File: src/rtl/heater_loop_pkg.sv
/*
 * constants for the two-loop heater supervision block: register offsets,
 * field positions, reset values, threshold codes and qualification timing.
 * assumes a 40 MHz system clock and currents coded in 0.1 A steps.
 */
package heater_loop_pkg;

    // ------------------------------------------------------------
    // clock and timing
    // ------------------------------------------------------------
    localparam int unsigned CLK_HZ          = 40_000_000;
    localparam int unsigned QUAL_TIME_MS    = 200;
    // more than 200 ms: the count must be exceeded, so one extra cycle
    localparam int unsigned QUAL_CYCLES     = (CLK_HZ / 1000) * QUAL_TIME_MS;

    // ------------------------------------------------------------
    // current codes, unit 0.1 A
    // ------------------------------------------------------------
    localparam logic [15:0] THRESH_OFF      = 16'h0000;  // 0.0 A
    localparam logic [15:0] THRESH_FORCE    = 16'h01f4;  // 50.0 A
    localparam logic [15:0] THRESH_RESET    = 16'h0000;
    localparam logic [15:0] OFFSET_RESET    = 16'h0000;  // 0.0
    localparam logic [15:0] ALARM_MODE_RESET = 16'h0000;
    localparam logic [3:0]  MODE_DISABLE    = 4'hf;

    // ------------------------------------------------------------
    // control methods
    // ------------------------------------------------------------
    typedef enum logic [1:0] {
        METHOD_TIME_PROP,
        METHOD_POSITION,
        METHOD_CYCLE
    } method_type;

    // ------------------------------------------------------------
    // register offsets (word addresses)
    // ------------------------------------------------------------
    localparam logic [7:0] REG_ALARM_MODE   = 8'h00;
    localparam logic [7:0] REG_HALT         = 8'h01;
    localparam logic [7:0] REG_IRQ_STATUS   = 8'h02;
    localparam logic [7:0] REG_IRQ_CLEAR    = 8'h03;
    localparam logic [7:0] REG_IRQ_ENABLE   = 8'h04;
    localparam logic [7:0] REG_FAULT        = 8'h05;
    // per loop block: base + 8*loop
    localparam logic [7:0] REG_LOOP_BASE    = 8'h10;
    localparam logic [7:0] LOOP_STRIDE      = 8'h08;
    localparam logic [7:0] REG_THRESH       = 8'h00;
    localparam logic [7:0] REG_OFFSET       = 8'h01;
    localparam logic [7:0] REG_CURRENT      = 8'h02;
    localparam logic [7:0] REG_PV           = 8'h03;
    localparam logic [7:0] REG_STATUS       = 8'h04;
    localparam logic [7:0] REG_METHOD       = 8'h05;

    // ------------------------------------------------------------
    // loop status word bits
    // ------------------------------------------------------------
    localparam int unsigned ST_OPEN_BIT     = 2;
    localparam int unsigned ST_OUTPUT_BIT   = 4;
    localparam int unsigned ST_STOP_BIT     = 8;
    localparam int unsigned ST_SENSOR_BIT   = 14;

    // interrupt status bits: per loop, burnout at 2*i, sensor at 2*i+1
    localparam int unsigned IRQ_BITS        = 4;

endpackage

File: src/rtl/heater_loop_supervisor.sv
/*
 * two-loop heater burnout supervision, halt control, input offset and
 * loop disable through the alarm-mode word, with a simple register port.
 * assumes current, pv, sensor-open and demand inputs arrive from other
 * clock domains (sampled twice) and a host with one-cycle strobes.
 */
`timescale 1ns/1ps
module heater_loop_supervisor #(
    parameter int unsigned QUAL_CYCLES = heater_loop_pkg::QUAL_CYCLES,
    parameter int unsigned LOOPS       = 2
) (
    // clock and reset
    input  wire logic                sys_clk,
    input  wire logic                rst_b,
    // register port
    input  wire logic [7:0]          reg_addr,
    input  wire logic [15:0]         reg_wdata,
    input  wire logic                reg_wr,
    input  wire logic                reg_rd,
    output logic      [15:0]         reg_rdata,
    // measurement inputs from the analog front end
    input  wire logic [LOOPS*16-1:0] current_sense_transformer,
    input  wire logic [LOOPS*16-1:0] raw_pv,
    input  wire logic [LOOPS-1:0]    sensor_open,
    // control demand from the regulation algorithm
    input  wire logic [LOOPS-1:0]    output_demand,
    // outputs
    output logic      [LOOPS-1:0]    control_out,
    output logic      [LOOPS-1:0]    heater_open_alarm,
    output logic                     unit_fault_lamp,
    output logic                     irq
);

    // ------------------------------------------------------------
    // decode helpers
    // ------------------------------------------------------------
    // address of a per-loop register
    function automatic logic [7:0] loop_addr(input int unsigned lp, input logic [7:0] off);
        loop_addr = 8'(heater_loop_pkg::REG_LOOP_BASE
                    + 8'(lp) * heater_loop_pkg::LOOP_STRIDE + off);
    endfunction

    // loop disabled when both of its mode nibbles are 16#f
    function automatic logic loop_disabled(input logic [15:0] mode, input int unsigned lp);
        logic [7:0] b;
        b = (lp == 0) ? mode[15:8] : mode[7:0];
        loop_disabled = (b[7:4] == heater_loop_pkg::MODE_DISABLE)
                     && (b[3:0] == heater_loop_pkg::MODE_DISABLE);
    endfunction

    // ------------------------------------------------------------
    // registers
    // ------------------------------------------------------------
    // host settings
    logic [15:0]                      loop_alarm_mode_select;
    logic [LOOPS-1:0]                 halt_request;
    logic [15:0]                      thresh     [LOOPS];
    logic [15:0]                      offset     [LOOPS];
    heater_loop_pkg::method_type      method     [LOOPS];
    logic [heater_loop_pkg::IRQ_BITS-1:0] irq_status;
    logic [heater_loop_pkg::IRQ_BITS-1:0] irq_enable;
    logic [heater_loop_pkg::IRQ_BITS-1:0] irq_clear;
    logic [heater_loop_pkg::IRQ_BITS-1:0] irq_event;

    // synchronised inputs
    logic [LOOPS*16-1:0] cur_s1, cur_s2, pv_s1, pv_s2;
    logic [LOOPS-1:0]    open_s1, open_s2, dem_s1, dem_s2;

    // per loop state
    logic [15:0]      pv_comp   [LOOPS];
    logic [31:0]      on_count  [LOOPS];
    logic [LOOPS-1:0] qualified;
    logic [LOOPS-1:0] sensor_err;
    logic [LOOPS-1:0] sensor_err_d;
    logic [LOOPS-1:0] open_d;

    // ------------------------------------------------------------
    // input synchronisers
    // ------------------------------------------------------------
    // wide values may tear on the first stage; the front end holds them
    // steady between conversions so the second stage sees a clean word
    // levels take the same two stages
    always_ff @(posedge sys_clk or negedge rst_b)
    begin
        if (!rst_b)
        begin
            cur_s1  <= '0;
            cur_s2  <= '0;
            pv_s1   <= '0;
            pv_s2   <= '0;
            open_s1 <= '0;
            open_s2 <= '0;
            dem_s1  <= '0;
            dem_s2  <= '0;
        end
        else
        begin
            cur_s1  <= current_sense_transformer;
            cur_s2  <= cur_s1;
            pv_s1   <= raw_pv;
            pv_s2   <= pv_s1;
            open_s1 <= sensor_open;
            open_s2 <= open_s1;
            dem_s1  <= output_demand;
            dem_s2  <= dem_s1;
        end
    end

    // ------------------------------------------------------------
    // register writes
    // ------------------------------------------------------------
    // global settings
    // read-only offsets are ignored
    always_ff @(posedge sys_clk or negedge rst_b)
    begin
        if (!rst_b)
        begin
            loop_alarm_mode_select <= heater_loop_pkg::ALARM_MODE_RESET;
            halt_request           <= '0;
            irq_enable             <= '0;
        end
        else if (reg_wr)
        begin
            if (reg_addr == heater_loop_pkg::REG_ALARM_MODE)
                loop_alarm_mode_select <= reg_wdata;
            else if (reg_addr == heater_loop_pkg::REG_HALT)
                halt_request <= reg_wdata[LOOPS-1:0]; // bit0 loop1_halt_request
            else if (reg_addr == heater_loop_pkg::REG_IRQ_ENABLE)
                irq_enable <= reg_wdata[heater_loop_pkg::IRQ_BITS-1:0];
        end
    end

    // clear register is write-only: a one-cycle pulse
    always_comb
    begin
        irq_clear = '0;
        if (reg_wr && reg_addr == heater_loop_pkg::REG_IRQ_CLEAR)
            irq_clear = reg_wdata[heater_loop_pkg::IRQ_BITS-1:0];
    end

    // ------------------------------------------------------------
    // per-loop logic
    // ------------------------------------------------------------
    // one copy of the loop logic each
    genvar g;
    generate
        for (g = 0; g < LOOPS; g++)
        begin : gen_loop
            // loop-local views
            logic [15:0] cur;
            logic        run;
            logic        det_ok;
            assign cur = cur_s2[g*16 +: 16];
            // regulation runs unless halted or disabled; alarm has no say
            assign run = dem_s2[g] && !halt_request[g]
                      && !loop_disabled(loop_alarm_mode_select, g);
            // detection only in time-proportional control
            assign det_ok = (method[g] == heater_loop_pkg::METHOD_TIME_PROP);

            // per-loop settings
            // unused method code: no detection
            always_ff @(posedge sys_clk or negedge rst_b)
            begin
                if (!rst_b)
                begin
                    thresh[g] <= heater_loop_pkg::THRESH_RESET;
                    offset[g] <= heater_loop_pkg::OFFSET_RESET;
                    method[g] <= heater_loop_pkg::METHOD_TIME_PROP;
                end
                else if (reg_wr)
                begin
                    if (reg_addr == loop_addr(g, heater_loop_pkg::REG_THRESH))
                        thresh[g] <= reg_wdata;
                    else if (reg_addr == loop_addr(g, heater_loop_pkg::REG_OFFSET))
                        offset[g] <= reg_wdata;
                    else if (reg_addr == loop_addr(g, heater_loop_pkg::REG_METHOD))
                        method[g] <= heater_loop_pkg::method_type'(reg_wdata[1:0]);
                end
            end

            // offset-corrected pv, two's complement add over full range
            // wraps at 16 bits
            always_ff @(posedge sys_clk or negedge rst_b)
            begin
                if (!rst_b)
                    pv_comp[g] <= '0;
                else
                    pv_comp[g] <= 16'(pv_s2[g*16 +: 16] + offset[g]);
            end

            // continuous-on timer; any off cycle starts it again
            // halt also counts as output off
            always_ff @(posedge sys_clk or negedge rst_b)
            begin
                if (!rst_b)
                begin
                    on_count[g]  <= '0;
                    qualified[g] <= 1'b0;
                end
                else if (!run)
                begin
                    on_count[g]  <= '0;
                    qualified[g] <= 1'b0;
                end
                else if (on_count[g] < QUAL_CYCLES)
                    on_count[g] <= on_count[g] + 32'd1;
                else
                    qualified[g] <= 1'b1; // strictly more than 200 ms
            end

            // latched burnout alarm; zero threshold releases it
            // disable and zero win over sets
            always_ff @(posedge sys_clk or negedge rst_b)
            begin
                if (!rst_b)
                    heater_open_alarm[g] <= 1'b0;
                else if (loop_disabled(loop_alarm_mode_select, g))
                    heater_open_alarm[g] <= 1'b0; // alarms suppressed
                else if (thresh[g] == heater_loop_pkg::THRESH_OFF)
                    heater_open_alarm[g] <= 1'b0;
                else if (thresh[g] >= heater_loop_pkg::THRESH_FORCE)
                    heater_open_alarm[g] <= 1'b1;
                else if (det_ok && qualified[g] && run && cur < thresh[g])
                    heater_open_alarm[g] <= 1'b1;
            end

            // sensor error unless loop disabled
            assign sensor_err[g] = open_s2[g]
                                && !loop_disabled(loop_alarm_mode_select, g);

            // control output register
            // alarm has no input here
            always_ff @(posedge sys_clk or negedge rst_b)
            begin
                if (!rst_b)
                    control_out[g] <= 1'b0;
                else
                    control_out[g] <= run;
            end
        end
    endgenerate

    // ------------------------------------------------------------
    // fault lamp and interrupts
    // ------------------------------------------------------------
    // lamp follows any unsuppressed sensor error
    // disabled loops are masked
    always_ff @(posedge sys_clk or negedge rst_b)
    begin
        if (!rst_b)
            unit_fault_lamp <= 1'b0;
        else
            unit_fault_lamp <= |sensor_err;
    end

    // rising edges of alarm and sensor error are the events
    // reset to idle: no false edge
    always_ff @(posedge sys_clk or negedge rst_b)
    begin
        if (!rst_b)
        begin
            open_d       <= '0;
            sensor_err_d <= '0;
        end
        else
        begin
            open_d       <= heater_open_alarm;
            sensor_err_d <= sensor_err;
        end
    end

    // one-cycle events per loop
    always_comb
    begin
        irq_event = '0;
        for (int i = 0; i < LOOPS; i++)
        begin
            irq_event[2*i]   = heater_open_alarm[i] && !open_d[i];
            irq_event[2*i+1] = sensor_err[i] && !sensor_err_d[i];
        end
    end

    // set wins over a clear in the same cycle
    always_ff @(posedge sys_clk or negedge rst_b)
    begin
        if (!rst_b)
            irq_status <= '0;
        else
            irq_status <= (irq_status & ~irq_clear) | irq_event;
    end

    // irq from next status: no lag
    always_ff @(posedge sys_clk or negedge rst_b)
    begin
        if (!rst_b)
            irq <= 1'b0;
        else
            irq <= |(((irq_status & ~irq_clear) | irq_event) & irq_enable);
    end

    // ------------------------------------------------------------
    // register reads
    // ------------------------------------------------------------
    // status word of one loop
    // unlisted bits read zero
    function automatic logic [15:0] status_word(input int unsigned lp);
        logic [15:0] s;
        s = '0;
        s[heater_loop_pkg::ST_OPEN_BIT]   = heater_open_alarm[lp];
        s[heater_loop_pkg::ST_OUTPUT_BIT] = control_out[lp];
        s[heater_loop_pkg::ST_STOP_BIT]   = halt_request[lp];
        s[heater_loop_pkg::ST_SENSOR_BIT] = sensor_err[lp];
        status_word = s;
    endfunction

    // unmapped addresses read zero; data valid only the cycle after
    always_ff @(posedge sys_clk or negedge rst_b)
    begin
        if (!rst_b)
            reg_rdata <= '0;
        else if (!reg_rd)
            reg_rdata <= '0;
        else
        begin
            reg_rdata <= '0;
            if (reg_addr == heater_loop_pkg::REG_ALARM_MODE)
                reg_rdata <= loop_alarm_mode_select;
            else if (reg_addr == heater_loop_pkg::REG_HALT)
                reg_rdata <= 16'(halt_request);
            else if (reg_addr == heater_loop_pkg::REG_IRQ_STATUS)
                reg_rdata <= 16'(irq_status);
            else if (reg_addr == heater_loop_pkg::REG_IRQ_ENABLE)
                reg_rdata <= 16'(irq_enable);
            else if (reg_addr == heater_loop_pkg::REG_FAULT)
                reg_rdata <= 16'(unit_fault_lamp);
            // per-loop registers
            for (int i = 0; i < LOOPS; i++)
            begin
                if (reg_addr == loop_addr(i, heater_loop_pkg::REG_THRESH))
                    reg_rdata <= thresh[i];
                else if (reg_addr == loop_addr(i, heater_loop_pkg::REG_OFFSET))
                    reg_rdata <= offset[i];
                else if (reg_addr == loop_addr(i, heater_loop_pkg::REG_CURRENT))
                    reg_rdata <= cur_s2[i*16 +: 16];
                else if (reg_addr == loop_addr(i, heater_loop_pkg::REG_PV))
                    reg_rdata <= pv_comp[i];
                else if (reg_addr == loop_addr(i, heater_loop_pkg::REG_STATUS))
                    reg_rdata <= status_word(i);
                else if (reg_addr == loop_addr(i, heater_loop_pkg::REG_METHOD))
                    reg_rdata <= 16'(method[i]);
            end
        end
    end

endmodule

File: config.mk
export PLATFORM = sky130hd
export DESIGN_NAME = heater_loop_supervisor
export DESIGN_NICKNAME = d
export VERILOG_FILES = /design/src/rtl/heater_loop_pkg.sv /design/src/rtl/heater_loop_supervisor.sv
export SDC_FILE = /design/constraint.sdc
export NUM_CORES = 1
export LEC_CHECK = 0
export ABC_AREA = 0
export BUFFER_PORTS_ARGS = -buffer_cell sky130_fd_sc_hd__buf_2
export CORE_MARGIN = 3
export CORE_UTILIZATION = 40
export CTS_CLUSTER_SIZE = 24
export DETAILED_ROUTE_END_ITERATION = 7
export GPL_ROUTABILITY_DRIVEN = 0
export SKIP_CTS_REPAIR_TIMING = 1
export SLEW_MARGIN = 25
export SYNTH_ARGS = -nofsm -noshare
export SYNTH_HDL_FRONTEND = slang
export SYNTH_SLANG_ARGS = --single-unit
File: constraint.sdc
create_clock -name sys_clk -period 3.9 [get_ports sys_clk]
set_clock_uncertainty 0.2 [all_clocks]
set_input_delay 0.39 -clock sys_clk [delete_from_list [all_inputs] [get_ports sys_clk]]
set_output_delay 0.39 -clock sys_clk [all_outputs]
set_load 0.05 [all_outputs]
==> summary.txt, run 1 <==
Yosys
  – Ys async rst share: 100.0%
  – Synth Warn #: 0
  – Post-synthesis mux area share: 8.279%
  – EDFF count, synth: 0
  – Register area share after synthesis: 57.07%
  – Synth Area in Simple Gates: 11.70%
  – Post-synthesis compound-gate area fraction: 11.53%
  – Cell count after synthesis: 1332
  – Area share of xor/xnor cells in the synthesized design: 3.216%
  – Top_reg_cell synth: dfrtp_1
  – Synth Area per Inst: 11.65 sq um
  – Register bit total from synthesis: 354
  – Cell variety after synth: 74
  – Largest family of logic cells by synthesized area: simple AND/OR/NAND/NOR gates
  – Synthesized cell area: 0.01552 sq mm
  – Syn nets: 1492
  – Post-Synth Adder-Cell Area: 5.256%

Routing
  – DR pass1 iterations: 5
  – DRT iter0 DRCs: 840
  – Wire length per cell: 19.29 um
  – Final wirelength: 39770 um
  – # DRC: 0
  – Vias per cell: 5.332
  – DR vias: 10995
  – Antenna-violating nets left: 0

Power and ir drop
  – Max VDD drop: 0.2682 mV
  – Pwr Density: 440.0 mW/mm^2
  – Total Power: 8.191 mW
  – Leakage Power: 8.523 nW

STA
  – RSZ-0062 raised after global routing: no
  – Final setup violation count: 0
  – Final Cycle Share: 72.64%
  – Max-slew violations: 0
  – Total negative slack: 0 ps
  – Setup ws final: 1067 ps
  – Fmax: 353.0 MHz
  – Relative slew slack: 31.70%
  – Final Critical Period: 2833 ps
  – Actual slew at the worst max-slew pin: 1022 ps
  – Min Hold Slack: -10.26 ps
  – Final Hold Vio Count: 1

Global route
  – Initial antenna violation count: 0
  – Gr usage total: 19.19%
  – Global route total overflow: 0
  – Vias in the first global route: 10784
  – Largest net degree at the start of global routing: 101
  – First-pass GRT wire length: 61760 um

Worst setup path
  – Crit. Startpoint: offset[1]
  – Reg2Reg Launch Point: offset[1]
  – Critical path fanouts, max: 4
  – Critical path endpoint category: flop
  – Setup Crit Path Kind: reg -> reg
  – Startpoint Class: flop
  – Critical Path AT: 3050 ps
  – Worst EP required: 4120 ps

Placed design
  – Post-detail-place hpwl: 28130 um
  – Pre-CTS setup slack: 804.9 ps
  – Placed Cells incl. Taps: 1923
  – Port Buf Inserts: 117
  – Placed inst area: 0.01666 sq mm

Clock network
  – Clk_lat worst skew: 540 ps
  – H-tree Lvls: 2
  – Clk slew on worst S/H paths: 60 ps
  – Inserted Clock Buffers: 39
  – CTS tree: done
  – Root buf cell: clkbuf_16
  – CTS Buffer Depth: 3
  – Sink Count: 354

Final layout
  – Count of non-filler cells in the finished layout: 2062
  – Diode count: 0
  – Layout Utilization: 49.07%
  – Most frequent cells in the layout: dfrtp_1 (354), buf_2 (116), nor2_1 (96)
  – Final Cell Area: 0.01862 sq mm
  – Fill count: 3440
  – Area Overhead vs Synth: 19.94%
  – Nets@finish: 1691
  – Share of layout cells above drive strength 1: 17.73%
  – Most common cell after layout, fill and taps aside: dfrtp_1

Die
  – Core area: 0.03793 sq mm
  – Top Ports: 118
  – Die area: 0.04120 sq mm
  – Die X: 203.0 um
  – Rows: 71
  – Die Span Y: 203.0 um
  – Initial core utilization: 40.92%

Run status
  – Outcome: finished with violations
  – Failing checks: negative hold slack

Hold path
  – Worst hold path class: in -> reg
  – HP Start: reg_rd

Job
  – Max cap viols: 0
==> final timing paths <==
| kind | endpoint | slack [ps] | depth (start not counted) |
|---|---|---|---|
| min in group asynchronous | offset[13] | 300 | 2 |
| max in group asynchronous | cur_s2[3] | 2170 | 3 |
| min reg2reg | cur_s2[26] | 140 | 0 |
| min | reg_rdata[0] | -10 | 3 |
| max reg2reg | pv_comp[15] | 1070 | 8 |
| max | pv_comp[15] | 1070 | 8 |
==> kinds of logic after synthesis <==
group | after synthesis
multiplexers | 117
buffers and inverters | 112
adder cells (fa/ha/maj) | 64
XOR/XNOR | 57
flip-flops | 354
AO/OA/AOI/OAI | 275
AND/OR/NAND/NOR | 353
==> critical path, stage by stage (launching register included) <==
cell and delay (ps):
dfrtp_1 430, ha_1 330, a211oi_1 400, o211ai_1 260, nand4_1 200, a31oi_1 140, a31oi_1 300, o21ai_0 140
a211oi_1 320
==> synth_stat cells, types with 3 or more instances <==
| library cell | n | area (sq um) |
|---|---|---|
| nand4_1 | 23 | 143.9 |
| a22o_1 | 7 | 61.31 |
| a41oi_1 | 3 | 26.28 |
| nor4_2 | 3 | 37.54 |
| a211oi_1 | 6 | 45.04 |
| nor3_1 | 35 | 175.2 |
| a221oi_1 | 3 | 26.28 |
| o2bb2ai_1 | 5 | 43.79 |
| ha_1 | 62 | 775.7 |
| nand2_1 | 73 | 274.0 |
| nor2b_1 | 15 | 93.84 |
| o21a_1 | 9 | 67.56 |
| dfrtp_1 | 354 | 8859 |
| o31ai_1 | 3 | 22.52 |
| xor2_1 | 15 | 131.4 |
| mux2_1 | 18 | 202.7 |
| o32ai_1 | 6 | 52.55 |
| a21oi_1 | 81 | 405.4 |
| mux2_2 | 73 | 822.0 |
| and3_1 | 13 | 81.33 |
| or3_1 | 12 | 75.07 |
| a21o_1 | 19 | 142.6 |
| nand2b_1 | 10 | 62.56 |
| a31oi_1 | 19 | 118.9 |
| a2bb2oi_1 | 3 | 26.28 |
| buf_1 | 3 | 11.26 |
| or4_1 | 3 | 22.52 |
| a211o_1 | 4 | 35.03 |
| and2_1 | 23 | 143.9 |
| o22ai_1 | 16 | 100.1 |
| o21ai_0 | 44 | 220.2 |
| nor2_1 | 96 | 360.4 |
| mux2i_1 | 26 | 260.3 |
| nand3_1 | 15 | 75.07 |
| a22oi_1 | 15 | 112.6 |
| buf_2 | 20 | 100.1 |
| a32oi_1 | 3 | 26.28 |
| o211ai_1 | 6 | 45.04 |
| and4_1 | 3 | 26.28 |
| inv_1 | 63 | 236.5 |
| xnor2_1 | 42 | 367.9 |
| clkbuf_1 | 24 | 90.09 |
| nor4_1 | 16 | 100.1 |
==> sequential cells by signal, indices dropped and copies added (netlist names), 4 cells and up <==
name and cells:
on_count 64, cur_s1 32, cur_s2 32, offset 32
pv_comp 32, pv_s1 32, pv_s2 32, thresh 32
loop_alarm_mode_select 16, reg_rdata 16, irq_enable 4, irq_status 4
method 4
==> where the power goes <==
part	internal [mW]	switching [mW]
registers	3.86	0.148
clock network	1.99	1.43
logic	0.315	0.447
total	6.17	2.03
==> final cells by class <==
cell class              instances  area (sq um)  share of cell area (%)
clock inverters                10         60.06                  0.3226
well taps                     511         639.4                   3.435
clock buffers                  51          1111                   5.969
flip-flops and latches        354          8859                   47.59
inverters                      63         236.5                   1.270
multi-input cells             866          6206                   33.34
repair buffers                207          1504                   8.079
==> metal layers <==
layer	track usage (%)	wire, um	vias up
met5	0	0	-
met4	5.568	873	0
met3	3.624	2702	64
met2	30.06	18460	356
met1	27.39	17730	5425
li1	-	-	5150
Power figures use the tool's default switching activity.
==> run 2, diff against run 1 <==
- clock period: 3.9 -> 2.47 ns (I/O delays scaled with it)
==> summary.txt, run 2 (synthesized netlist as in run 1, its figures left out) <==
Placed design
  – Placed inst area: 0.01723 sq mm
  – Pre-CTS setup slack: -127.5 ps
  – Placed Cells incl. Taps: 1988
  – Post-detail-place hpwl: 28790 um
  – Port Buf Inserts: 117

Routing
  – # DRC: 0
  – Final wirelength: 39930 um
  – Wire length per cell: 18.58 um
  – DR pass1 iterations: 6
  – Vias per cell: 5.211
  – Antenna-violating nets left: 0
  – DRT iter0 DRCs: 754
  – DR vias: 11198

Clock network
  – Clk slew on worst S/H paths: 60 ps
  – H-tree Lvls: 2
  – CTS Buffer Depth: 3
  – Root buf cell: clkbuf_16
  – Clk_lat worst skew: 550 ps
  – CTS tree: done
  – Inserted Clock Buffers: 40
  – Sink Count: 354

STA
  – Max-slew violations: 0
  – Final Hold Vio Count: 0
  – Final Critical Period: 2567 ps
  – Final Cycle Share: 103.9%
  – Setup ws final: -97.33 ps
  – RSZ-0062 raised after global routing: yes
  – Relative slew slack: 55.58%
  – Actual slew at the worst max-slew pin: 659.3 ps
  – Fmax: 389.5 MHz
  – Final setup violation count: 1

Final layout
  – Most frequent cells in the layout: dfrtp_1 (354), buf_2 (116), nor2_1 (96)
  – Nets@finish: 1768
  – Most common cell after layout, fill and taps aside: dfrtp_1
  – Share of layout cells above drive strength 1: 22.65%
  – Reg with most FFs: on_count
  – Final Cell Area: 0.01964 sq mm
  – Area Overhead vs Synth: 26.51%
  – Max reg flops: 64
  – Diode count: 0
  – Count of non-filler cells in the finished layout: 2149

Global route
  – Initial antenna violation count: 0
  – Global route total overflow: 0
  – First-pass GRT wire length: 61200 um
  – Largest net degree at the start of global routing: 66
  – Vias in the first global route: 10906
  – Gr usage total: 19.02%

Die
  – Top Ports: 118
  – Die X: 203.0 um
  – Die Span Y: 203.0 um
  – Core area: 0.03793 sq mm
  – Initial core utilization: 40.92%
  – Die area: 0.04120 sq mm
  – Rows: 71

Hold path
  – Worst hold path class: in -> async

Power and ir drop
  – Share of power burned in registers: 45.3%
  – Max VDD drop: 0.5116 mV
  – Switching share of power: 24.11%
  – Total Power: 13.97 mW
  – Clock share of power: 45.4%
  – Leakage Power: 9.011 nW
  – Pwr Density: 711.3 mW/mm^2
  – NetSw: 3.368 mW
  – Combinational share of power: 9.3%
  – Int Pwr: 10.60 mW

Worst setup path
  – R2R Setup Slk: -100 ps
  – Max stage delay on crit path: 410 ps
  – Crit path depth: 10
  – Startpoint Class: flop
  – Crit-path leading delay family: compound AO/OA/AOI/OAI gates
  – Cells on worst reg2reg path: 10
  – Setup Crit Path Kind: reg -> reg
  – CP cell instances: ha_2, inv_2, fa_2, nor2b_2, o31a_1, o41a_1, a211o_1, a21oi_2, o21bai_1, xor2_1
  – Worst R2R End: pv_comp[14]
  – Critical path fanouts, max: 4
  – Critical Path AT: 2800 ps
  – Critical path endpoint category: flop
  – Worst EP required: 2700 ps
  – Slowest cell on crit path: o41a_1
  – Reg2Reg Launch Point: offset[0]
  – Buf+Inv Stages, Crit Path: 1

Job
  – Max cap viols: 0

Run status
  – Failing checks: negative setup slack
  – Outcome: finished with violations
-- run 2: changes by cell type in the layout (fill, tap and decap cells not counted), moves of 5 or more --
cell and delta:
clkinvlp_4 +5, dlygate4sd3_1 +9, buf_12 +6, bufinv_16 +6
buf_4 +61
-- run 2: area by class of cell --
cell class / instances / area, sq um
clock buffer: 54 / 1155
fill: 3339 / 18300
clock inverter: 18 / 274.0
tap: 511 / 639.4
inverter: 63 / 236.5
sequential: 354 / 8859
timing repair buffer: 283 / 2172
multi-input combinational: 866 / 6301
-- run 2: how the worst max path moves through the flow --
stage                          start     endpoint  slack [ps]
after floorplan            offset[0]  pv_comp[14]          40
after global placement     offset[0]  pv_comp[14]         -80
after detailed placement  offset[16]  pv_comp[30]        -130
after CTS                 offset[16]  pv_comp[30]        -140
after global routing       offset[0]  pv_comp[14]        -250
final                      offset[0]  pv_comp[14]        -100
-- run 2: layer usage --
metal / share of wire [%] / global-route usage (%)
met1: 45 / 26.93
met2: 46 / 29.24
met3: 5.9 / 4.105
met4: 2.9 / 6.286
met5: 0 / 0
-- run 2: metrics by stage --
stage	utilization, %	TNS [ps]	hold slack (ps)
2_1_floorplan	-	0	-248.6
3_3_place_gp	45.41	-197.1	59.54
3_5_place_dp	45.41	-372.7	60.15
4_1_cts	49.18	-448.4	-537.1
5_1_grt	51.77	-354.6	96.70
6_report	51.77	-97.33	69.28
-- run 2: power groups by stage --
| stage | clock network [mW] | registers (mW) | logic (mW) |
|---|---|---|---|
| after floorplan | 0 | 6.38 | 0.606 |
| after global placement | 0 | 6.42 | 1.15 |
| after detailed placement | 0 | 6.42 | 1.17 |
| after CTS | 6.51 | 6.32 | 1.18 |
| after global routing | 6.76 | 6.35 | 1.44 |
| final | 6.35 | 6.32 | 1.30 |
-- run 2: worst register-to-register path, cell delays in order, from the launching register on --
cell      delay (ps)
dfrtp_1          380
ha_2             200
inv_2             50
fa_2             200
nor2b_2           50
o31a_1           260
o41a_1           410
a211o_1          330
a21oi_2          140
o21bai_1          90
xor2_1           150
==> run 3, diff against run 2 <==
- CORE_UTILIZATION: 40 -> 50
- PLACE_DENSITY: unset -> 0.71
==> summary.txt, run 3 (synthesized netlist as in run 1, its figures left out) <==
Run status
  – Outcome: finished with violations
  – Failing checks: negative setup slack

Global route
  – Largest net degree at the start of global routing: 84
  – Global route total overflow: 0
  – First-pass GRT wire length: 59550 um
  – Initial antenna violation count: 1
  – Gr usage total: 22.51%
  – Vias in the first global route: 11012

Die
  – Initial core utilization: 51.55%
  – Die X: 182.2 um
  – Die Span Y: 182.2 um
  – Die area: 0.03319 sq mm
  – Top Ports: 118
  – Core area: 0.03011 sq mm
  – Rows: 63

STA
  – Fmax: 394.9 MHz
  – Setup ws final: -62.31 ps
  – Final Hold Vio Count: 0
  – Final Critical Period: 2532 ps
  – Final Cycle Share: 102.5%
  – RSZ-0062 raised after global routing: yes
  – Max-slew violations: 0
  – Final setup violation count: 3
  – Actual slew at the worst max-slew pin: 584.8 ps
  – Total negative slack: -86.48 ps
  – Min Hold Slack: 22.72 ps
  – Relative slew slack: 60.87%

Clock network
  – Root buf cell: clkbuf_16
  – CTS tree: done
  – Clk slew on worst S/H paths: 60 ps
  – Inserted Clock Buffers: 38
  – CTS Buffer Depth: 3
  – H-tree Lvls: 2
  – Sink Count: 354
  – Clk_lat worst skew: 540 ps

Power and ir drop
  – Leakage Power: 8.927 nW
  – Pwr Density: 689.7 mW/mm^2
  – Max VDD drop: 0.5775 mV

Routing
  – Vias per cell: 5.698
  – Final wirelength: 39390 um
  – Wire length per cell: 19.51 um
  – DR vias: 11505
  – Antenna-violating nets left: 0
  – # DRC: 0
  – DRT iter0 DRCs: 1013
  – DR pass1 iterations: 5

Final layout
  – Area Overhead vs Synth: 24.43%
  – Most common cell after layout, fill and taps aside: dfrtp_1
  – Max reg flops: 64
  – Layout Utilization: 64.14%
  – Reg with most FFs: on_count
  – Diode count: 0
  – Share of layout cells above drive strength 1: 22.71%
  – Most frequent cells in the layout: dfrtp_1 (354), buf_2 (116), nor2_1 (95)
  – Fill count: 2322
  – Nets@finish: 1761

Worst setup path
  – Critical Path AT: 2750 ps
  – Critical path endpoint category: flop
  – Critical path fanouts, max: 4
  – Worst EP required: 2690 ps
  – Startpoint Class: flop
  – Setup Crit Path Kind: reg -> reg
  – Cells on worst reg2reg path: 10

Placed design
  – Post-detail-place hpwl: 27380 um
  – Port Buf Inserts: 117

Hold path
  – Hold depth: 3
  – Worst hold path class: in -> reg

Job
  – Max cap viols: 0
## run 3: stage by stage
step / cell area [sq um] / total power [mW] / worst slack (ps) / instances
2_1_floorplan: 15520 / 6.990 / 41.87 / 1332
3_3_place_gp: 16960 / 7.519 / -50.88 / 1855
3_5_place_dp: 16960 / 7.555 / -131.6 / 1855
4_1_cts: 18230 / 13.27 / -120.3 / 1923
5_1_grt: 19310 / 13.83 / -167.2 / 2019
6_report: 19310 / 13.32 / -62.31 / 2019
## run 3: worst paths after layout
check / from / end / slack [ps]
worst min register to register: pv_s1[13] / pv_s2[13] / 150
min in group asynchronous: rst_b / pv_comp[1] / 40
worst min-delay path: reg_wr / method[0] / 20
worst max register to register: offset[0] / pv_comp[14] / -60
max in group asynchronous: rst_b / on_count[17] / 1220
worst max-delay path: offset[0] / pv_comp[14] / -60
## run 3: cell type report
class	instances	area [sq um]	share of cell area [%]
Clock inverter	14	145.1	0.7515
Multi-Input combinational cell	866	6356	32.91
Inverter	63	236.5	1.224
Clock buffer	54	1122	5.811
Timing Repair Buffer	278	2107	10.91
Sequential cell	354	8859	45.87
Tap cell	390	488.0	2.527
## run 3: worst max-delay path: stages (launching register included)
cell	delay (ps)
dfrtp_1	380
ha_2	200
inv_2	60
fa_2	200
nor2b_2	50
o31a_1	260
o41a_1	410
a211o_1	320
a21oi_2	130
o21bai_1	80
xor2_1	140
## run 3: where the power goes
part | switching [mW] | internal [mW]
sequential | 0.224 | 6.10
combinational | 0.728 | 0.562
clock | 2.31 | 3.40
total | 3.26 | 10.1
## run 3: layer usage
metal / vias to the layer above / GRT usage, % / share of wire (%)
li1: 5300 / - / -
met1: 5689 / 32.24 / 43
met2: 433 / 36.07 / 48
met3: 81 / 3.727 / 6.5
met4: 2 / 5.911 / 2.6
met5: - / 0 / 0.033
